## config.mk

```make
export PLATFORM = sky130hd
export DESIGN_NAME = adcc_top
export DESIGN_NICKNAME = d
export VERILOG_FILES = /design/src/hdl/adcc_pkg.sv /design/src/hdl/adcc_sar.sv /design/src/hdl/adcc_top.sv
export SDC_FILE = /design/constraint.sdc
export NUM_CORES = 1
export LEC_CHECK = 0
export BUFFER_PORTS_ARGS = -buffer_cell sky130_fd_sc_hd__buf_4
export CAP_MARGIN = 0
export CORE_AREA = 3 3 122 124
export CTS_CLUSTER_SIZE = 25
export DETAILED_ROUTE_END_ITERATION = 12
export DIE_AREA = 0 0 125 127
export PLACE_DENSITY = 0.58
export SLEW_MARGIN = 30
export SYNTH_ARGS = -nofsm -noshare
export SYNTH_HDL_FRONTEND = slang
export SYNTH_HIERARCHICAL = 1
export SYNTH_SLANG_ARGS = --single-unit
```

## constraint.sdc

```tcl
create_clock -name clk_sys -period 6.15 [get_ports clk_sys]
set_clock_uncertainty 0.2 [all_clocks]
set_input_delay 1.23 -clock clk_sys [delete_from_list [all_inputs] [get_ports clk_sys]]
set_output_delay 1.23 -clock clk_sys [all_outputs]
set_load 0.01 [all_outputs]
```

## src/hdl/adcc_pkg.sv

```systemverilog
// Shared constants, types and register map of the converter control block.
// Assumes a 50 MHz system clock and an AHB-Lite register bus with 32-bit data.
`default_nettype none
package adcc_pkg;
  // Clock and timing
  localparam int unsigned CLK_PERIOD_NS = 20;
  localparam int unsigned SETTLE_NS     = 20000;
  localparam int unsigned SETTLE_CYC    = (SETTLE_NS + CLK_PERIOD_NS - 1) / CLK_PERIOD_NS;
  localparam int unsigned SETTLE_W      = 16;
  localparam int unsigned SAMPLE_TICKS  = 3;

  // Widths
  localparam int unsigned RES_W  = 10;
  localparam int unsigned CHAN_W = 3;
  localparam int unsigned ADDR_W = 12;

  // Register indices and byte addresses (index times four)
  localparam logic [7:0]        IDX_CSR  = 8'h34;
  localparam logic [7:0]        IDX_RH   = 8'h35;
  localparam logic [7:0]        IDX_RL   = 8'h36;
  localparam logic [ADDR_W-1:0] ADDR_CSR = ADDR_W'({IDX_CSR, 2'b00});
  localparam logic [ADDR_W-1:0] ADDR_RH  = ADDR_W'({IDX_RH, 2'b00});
  localparam logic [ADDR_W-1:0] ADDR_RL  = ADDR_W'({IDX_RL, 2'b00});

  // Field positions
  localparam int unsigned CSR_SPEED_BIT = 6;
  localparam int unsigned CSR_ON_BIT    = 5;
  localparam int unsigned CSR_CHAN_LSB  = 0;
  localparam int unsigned RL_SLOW_BIT   = 3;

  // Clock divider terminal counts
  localparam logic [1:0] DIV_FULL    = 2'h0;
  localparam logic [1:0] DIV_HALF    = 2'h1;
  localparam logic [1:0] DIV_QUARTER = 2'h3;

  // Bus encodings
  localparam logic [1:0] HTRANS_NONSEQ = 2'h2;
  localparam logic       HRESP_OKAY    = 1'b0;

  // Control/status register layout
  typedef struct packed {
    logic              eoc;
    logic              speed;
    logic              on;
    logic [1:0]        zero;
    logic [CHAN_W-1:0] chan;
  } adcc_csr_s;

  localparam adcc_csr_s CSR_RESET = 8'h00;

  // Analog front-end controls
  typedef struct packed {
    logic              power_on;
    logic              sample;
    logic [CHAN_W-1:0] chan;
    logic [RES_W-1:0]  dac;
  } adcc_afe_s;

  // Finished conversion
  typedef struct packed {
    logic             done;
    logic [RES_W-1:0] result;
  } adcc_res_s;

  // Approximation engine states
  typedef enum logic [1:0] {
    SAR_IDLE    = 2'b00,
    SAR_SAMPLE  = 2'b01,
    SAR_CONVERT = 2'b10
  } adcc_sar_e;
endpackage
`default_nettype wire

```

## src/hdl/adcc_sar.sv

```systemverilog
// Successive approximation engine: sample phase, then one bit per converter tick.
// Assumes an external comparator reporting input at or above the trial code.
`default_nettype none
module adcc_sar #(
  parameter int unsigned RES_W        = adcc_pkg::RES_W,
  parameter int unsigned SAMPLE_TICKS = adcc_pkg::SAMPLE_TICKS
) (
  // Clock and reset
  input  wire logic             clk,
  input  wire logic             rst_n,
  // Control
  input  wire logic             run,
  input  wire logic             tick,
  input  wire logic             cmp_above,
  // Outputs
  output logic                  sample,
  output logic [RES_W-1:0]      dac,
  output adcc_pkg::adcc_res_s   res
);
  localparam int unsigned CW = $clog2(RES_W + SAMPLE_TICKS);

  typedef struct packed {
    adcc_pkg::adcc_sar_e st;
    logic [CW-1:0]       cnt;
    logic [RES_W-1:0]    code;
    logic                done;
    logic [RES_W-1:0]    result;
  } adcc_sar_state_s;

  adcc_sar_state_s s;
  adcc_sar_state_s next_s;

  // One conversion per pass, then straight back to sampling
  always_comb begin
    next_s      = s;
    next_s.done = 1'b0;
    if (!run) begin
      next_s.st   = adcc_pkg::SAR_IDLE;
      next_s.code = '0;
    end else if (tick) begin
      case (s.st)
        adcc_pkg::SAR_IDLE: begin
          next_s.st  = adcc_pkg::SAR_SAMPLE;
          next_s.cnt = '0;
        end
        adcc_pkg::SAR_SAMPLE: begin
          if (s.cnt == CW'(SAMPLE_TICKS - 1)) begin
            next_s.st   = adcc_pkg::SAR_CONVERT;
            next_s.cnt  = CW'(RES_W - 1);
            next_s.code = '0;
            next_s.code[RES_W-1] = 1'b1;
          end else begin
            next_s.cnt = s.cnt + CW'(1);
          end
        end
        adcc_pkg::SAR_CONVERT: begin
          // Keep the trial bit only when input is at or above it
          if (!cmp_above) begin
            next_s.code[s.cnt] = 1'b0;
          end
          if (s.cnt == '0) begin
            next_s.done   = 1'b1;
            next_s.result = next_s.code;
            next_s.st     = adcc_pkg::SAR_SAMPLE; // Continuous conversion
          end else begin
            next_s.code[s.cnt - CW'(1)] = 1'b1;
            next_s.cnt = s.cnt - CW'(1);
          end
        end
        default: begin
          next_s.st = adcc_pkg::SAR_IDLE;
        end
      endcase
    end
  end

  // State register
  always_ff @(posedge clk or negedge rst_n) begin
    if (!rst_n) begin
      s <= '0;
    end else begin
      s <= next_s;
    end
  end

  // Outputs
  assign sample     = (s.st == adcc_pkg::SAR_SAMPLE);
  assign dac        = s.code;
  assign res.done   = s.done;
  assign res.result = s.result;
endmodule
`default_nettype wire

```

## src/hdl/adcc_top.sv

```systemverilog
// Converter control block: AHB-Lite register slave, clock rate divider,
// halt handling and the approximation engine. Single clock, no interrupt.
//
// Added by the designer: the AHB-Lite register port and the address map.
`default_nettype none
module adcc_top #(
  parameter int unsigned SETTLE_CYCLES = adcc_pkg::SETTLE_CYC
) (
  // Clock and reset
  input  wire logic                        clk_sys,
  input  wire logic                        resetn,
  // AHB-Lite slave
  input  wire logic                        hsel,
  input  wire logic [adcc_pkg::ADDR_W-1:0] haddr,
  input  wire logic [1:0]                  htrans,
  input  wire logic                        hwrite,
  input  wire logic [2:0]                  hsize,
  input  wire logic [31:0]                 hwdata,
  input  wire logic                        hready,
  output logic [31:0]                      hrdata,
  output logic                             hreadyout,
  output logic                             hresp,
  // Power mode
  input  wire logic                        halt_mode,
  // Analog front end
  input  wire logic                        cmp_above,
  output adcc_pkg::adcc_afe_s              afe
);
  typedef struct packed {
    adcc_pkg::adcc_csr_s         csr;
    logic                        slow;
    logic [adcc_pkg::RES_W-1:0]  res;
    logic                        d_write;
    logic [adcc_pkg::ADDR_W-1:0] d_addr;
    logic [31:0]                 rdata;
    logic [1:0]                  div;
    logic [adcc_pkg::SETTLE_W-1:0] settle;
    logic                        halt_q;
  } adcc_top_state_s;

  localparam adcc_top_state_s TOP_RESET = '{
    csr: adcc_pkg::CSR_RESET, slow: 1'b0, res: '0, d_write: 1'b0, d_addr: '0,
    rdata: '0, div: '0, settle: '0, halt_q: 1'b0};

  logic            rst_meta;
  logic            rst_n;
  adcc_top_state_s s;
  adcc_top_state_s next_s;
  logic            acc;
  logic            rd_high;
  logic            run;
  logic            tick;
  logic [1:0]      div_term;
  logic            sar_sample;
  logic [adcc_pkg::RES_W-1:0] sar_dac;
  adcc_pkg::adcc_res_s        sar_res;

  // Reset release through two flops
  always_ff @(posedge clk_sys or negedge resetn) begin
    if (!resetn) begin
      rst_meta <= 1'b0;
      rst_n    <= 1'b0;
    end else begin
      rst_meta <= 1'b1;
      rst_n    <= rst_meta;
    end
  end

  // Address phase decode
  assign acc     = hsel && hready && (htrans == adcc_pkg::HTRANS_NONSEQ);
  assign rd_high = acc && !hwrite && (haddr == adcc_pkg::ADDR_RH);

  // Converter runs when on, not halted and settled; wait mode plays no part
  // Held off in the cycle halt drops too, before the settle count is loaded
  assign run = s.csr.on && !halt_mode && !s.halt_q && (s.settle == '0);

  // Rate select: slow wins, else speed picks full or half
  always_comb begin
    if (s.slow) begin
      div_term = adcc_pkg::DIV_QUARTER;
    end else if (s.csr.speed) begin
      div_term = adcc_pkg::DIV_FULL;
    end else begin
      div_term = adcc_pkg::DIV_HALF;
    end
  end

  assign tick = run && (s.div == div_term);

  // Next state of registers, divider and settle counter
  always_comb begin
    next_s         = s;
    next_s.d_write = acc && hwrite;
    if (acc) begin
      next_s.d_addr = haddr;
    end
    // Read data captured in the address phase
    if (acc && !hwrite) begin
      case (haddr)
        adcc_pkg::ADDR_CSR: next_s.rdata = {24'h000000, s.csr};
        adcc_pkg::ADDR_RH:  next_s.rdata = {24'h000000, s.res[9:2]};
        adcc_pkg::ADDR_RL: begin
          next_s.rdata = 32'h00000000;
          next_s.rdata[adcc_pkg::RL_SLOW_BIT] = s.slow;
          next_s.rdata[1:0] = s.res[1:0];
        end
        default:            next_s.rdata = 32'h00000000;
      endcase
    end
    // Data phase writes; flag and bits 4:3 are not writable
    if (s.d_write) begin
      case (s.d_addr)
        adcc_pkg::ADDR_CSR: begin
          next_s.csr.speed = hwdata[adcc_pkg::CSR_SPEED_BIT];
          next_s.csr.on    = hwdata[adcc_pkg::CSR_ON_BIT];
          next_s.csr.chan  = hwdata[adcc_pkg::CSR_CHAN_LSB +: adcc_pkg::CHAN_W];
        end
        adcc_pkg::ADDR_RL: begin
          next_s.slow = hwdata[adcc_pkg::RL_SLOW_BIT];
        end
        default: begin
          next_s.slow = s.slow;
        end
      endcase
    end
    // Flag clear by high read; a finishing conversion wins
    if (rd_high) begin
      next_s.csr.eoc = 1'b0;
    end
    // Result and flag change in one cycle
    if (sar_res.done) begin
      next_s.csr.eoc = 1'b1;
      next_s.res     = sar_res.result;
    end
    // Divider restarts whenever the converter stops
    if (!run || tick) begin
      next_s.div = 2'h0;
    end else begin
      next_s.div = s.div + 2'h1;
    end
    // Settle interval after leaving halt
    next_s.halt_q = halt_mode;
    if (s.halt_q && !halt_mode) begin
      next_s.settle = adcc_pkg::SETTLE_W'(SETTLE_CYCLES);
    end else if (s.settle != '0) begin
      next_s.settle = s.settle - adcc_pkg::SETTLE_W'(1);
    end
  end

  // State register, reset to zero control/status
  always_ff @(posedge clk_sys or negedge rst_n) begin
    if (!rst_n) begin
      s <= TOP_RESET;
    end else begin
      s <= next_s;
    end
  end

  // Approximation engine; saturation at either reference falls out of it
  adcc_sar #(
    .RES_W        (adcc_pkg::RES_W),
    .SAMPLE_TICKS (adcc_pkg::SAMPLE_TICKS)
  ) u_sar (
    .clk       (clk_sys),
    .rst_n     (rst_n),
    .run       (run),
    .tick      (tick),
    .cmp_above (cmp_above),
    .sample    (sar_sample),
    .dac       (sar_dac),
    .res       (sar_res)
  );

  // Bus answer: zero wait states, always OKAY; no interrupt output
  assign hrdata    = s.rdata;
  assign hreadyout = 1'b1;
  assign hresp     = adcc_pkg::HRESP_OKAY;

  // Front end: power held through settle, off in halt
  assign afe.power_on = s.csr.on && !halt_mode;
  assign afe.sample   = sar_sample;
  assign afe.chan     = s.csr.chan;
  assign afe.dac      = sar_dac;
endmodule
`default_nettype wire

```

==> metrics.yaml <==
crit_fanout: 9
fin_crit_sh: 0.583
synthAdderAreaFrac: 0.0155
cts_tree: "yes"
yosys.area.top_type: "dfrtp_1"
synth_seq_cells: 86
yosysWarnings: 6
cts.sinks: 86
ant_nets: 0
end_kind: "flop"
rsz0062_at_grt: "false"
antenna_found_initial: 0
clockBufferDepth: 2
run_status: "finished clean"
rows: 43
grt_pass1_vias: 3168
slowest_stage: "a21oi_1"
die_x_um: 125
vias: 3336
syn2layout_area_growth_pct: 9.23
muxShareOfSynthArea: 0.0948
min_period_ns: 3.59
synth_compound_area_frac: 0.134
setup_violations: 0
critPathLaunchType: "flop"
synth_area_per_cell_sq_um: 10.4
power.static_leakage_nw: 2.37
clkTransAtPathRegs_ns: 0.06
syn_area_sq_um: 4850
postCtsHoldBufs: 0
max_freq_mhz: 279
grt_util_all_layers: 0.126
first_pass_iters: 5
worst_slew_pin_slew_ns: 0.824
max_stage_delay_ns: 0.51
drive_above_1_share: 0.243
netlist.area_leader.share: 0.443
die_area_sq_um: 15900
crit_top_cell: "a211o_1"
ios: 105
grt_max_degree: 85
hpwl_um: 7050
slew_headroom: 0.450
cts_root_buffer: "clkbuf_16"
die_h_um: 127
synth_seq_area_share: 0.443
numCtsBuffers: 9
synth_enable_flop_cells: 0
insertion_delay_ns: 0.34
fp.coreArea_sq_um: 13900
io_buffers: 49
layout_common_cells: "dfrtp_1 (85), buf_4 (49), nand2_1 (32)"
htreeDepth: 3
synthXorXnorAreaFrac: 0.00541
synth_top_family_by_area: "simple AND/OR/NAND/NOR gates"
drc: 0
final_util: 0.382
wl_per_cell_um: 15.2
diodes: 0
drt_iter0_markers: 201
min_path_type: "flop to flop"
grt_pass1_wl_um: 16300
synthSimpleGateAreaFrac: 0.179
drv_slew: 0
path_cells: "inv_1 > ha_1 > nor3b_1 > nand4_4 > or3b_4 > a21oi_1 > nand3b_1 > a211o_1 > a311oi_1 > a211o_1"
vdd_ir_drop_max_v: 0.000154
post_cts_buffers: 0
required_ns: 6.23
totalWireLength_um: 10000
yosys-top-cells-area: "dfrtp_1 (44%), buf_4 (9.1%), mux2_2 (6.5%)"
post_cts_resized: 0
powerDensity_nw_per_um2: 247
viasPerCell: 5.08
place_congestion: 0.807
final_nets: 534
crit_arrival_ns: 3.67
synth.distinct_cells: 73
synthCells: 466
maxCapViolations: 0
synth-main-ff-cell: "dfrtp_1"
crit_type: "flop to flop"
setup_tns_ns: 0
layout_commonest_cell: "dfrtp_1"
synthArstFlopShare: 1.00
hold_viol_final: 0
initial_core_util: 0.350
overflow: 0
-- logic make-up (layout without fill, tap and decap cells) --
| group | Yosys count | in the layout |
|---|---|---|
| adders and majority gates | 6 | 6 |
| xor gates and xnor gates | 3 | 3 |
| and+or+nand+nor | 136 | 136 |
| DFF | 86 | 86 |
| muxes | 41 | 41 |
| other | 2 | 27 |
| AOI/OAI and AO/OA | 95 | 95 |
| buffers and inverters | 97 | 83 |
-- registers in the layout, summed over array words and instances (netlist names) --
register	cells
s	46
u_sar/res	11
u_sar/dac	10
hrdata	8
u_sar/s	6
afe	3
rst_meta	1
rst_n	1
-- final timing paths --
kind / depth (start not counted) / startpoint / endpoint / slack [ns]
worst min-delay path: 0 / rst_meta / rst_n / 0.15
min in group asynchronous: 1 / rst_n / u_sar/dac[4] / 0.24
max in group asynchronous: 1 / rst_n / u_sar/s[22] / 4.96
worst max-delay path: 10 / s[1] / u_sar/s[23] / 2.56
worst min register to register: 0 / rst_meta / rst_n / 0.15
worst max register to register: 10 / s[1] / u_sar/s[23] / 2.56
-- metal layers --
metal | part of all wire | global-route usage | wire, um | vias up
met4 | 0.012 | 0.0376 | 119 | 0
li1 | - | - | - | 1612
met3 | 0.048 | 0.0368 | 484 | 12
met2 | 0.46 | 0.199 | 4640 | 84
met5 | 0 | 0 | 0 | -
met1 | 0.48 | 0.169 | 4760 | 1628
-- critical path, delay by kind of cell (launching register included) --
kind                       cells  cell delay (ns)
adders and majority gates      1             0.16
DFF                            1             0.41
buffers and inverters          1             0.10
and+or+nand+nor                4             1.42
AOI/OAI and AO/OA              4             1.22
-- metrics by stage --
step	area (sq um)	cells	setup WS [ns]	hold slack [ns]	total power [mW]
after floorplan	4950	491	2.84	0.131	0.748
after global placement	5000	641	2.53	0.140	0.770
after detailed placement	5000	641	2.50	0.146	0.778
after CTS	5300	657	2.59	0.160	1.33
after global routing	5300	657	2.34	0.171	1.38
final	5300	657	2.56	0.153	1.31
-- Yosys cell counts (4+ instances only) --
library cell / instances
clkbuf_1: 11
o21ai_1: 10
dfrtp_1: 86
nor3_1: 5
buf_4: 59
o31ai_1: 6
o21a_1: 4
o21ai_0: 16
inv_1: 17
mux2_2: 28
nor4_1: 5
nand3_1: 14
nor2b_1: 5
nand2b_1: 9
nand4b_1: 4
o22ai_1: 6
buf_2: 6
nand2_1: 32
nor2_1: 25
a22oi_1: 7
nor4_4: 4
mux2i_1: 10
ha_1: 6
a21oi_1: 11
-- cell type report --
| class | instances | area [sq um] |
|---|---|---|
| Clock buffer | 9 | 225 |
| Multi-Input combinational cell | 308 | 2180 |
| Timing Repair Buffer | 50 | 379 |
| Inverter | 17 | 63.8 |
| Fill cell | 1345 | 8580 |
| Tap cell | 180 | 225 |
| Clock inverter | 7 | 72.6 |
| Sequential cell | 86 | 2160 |
-- where the power goes --
group / leakage (nW) / internal [mW] / total (mW) / switching [mW]
combinational: 1.10 / 0.0576 / 0.132 / 0.0745
clock: 0.142 / 0.315 / 0.544 / 0.229
sequential: 1.13 / 0.601 / 0.635 / 0.0343
No activity file was read; power rests on OpenSTA's default activity.
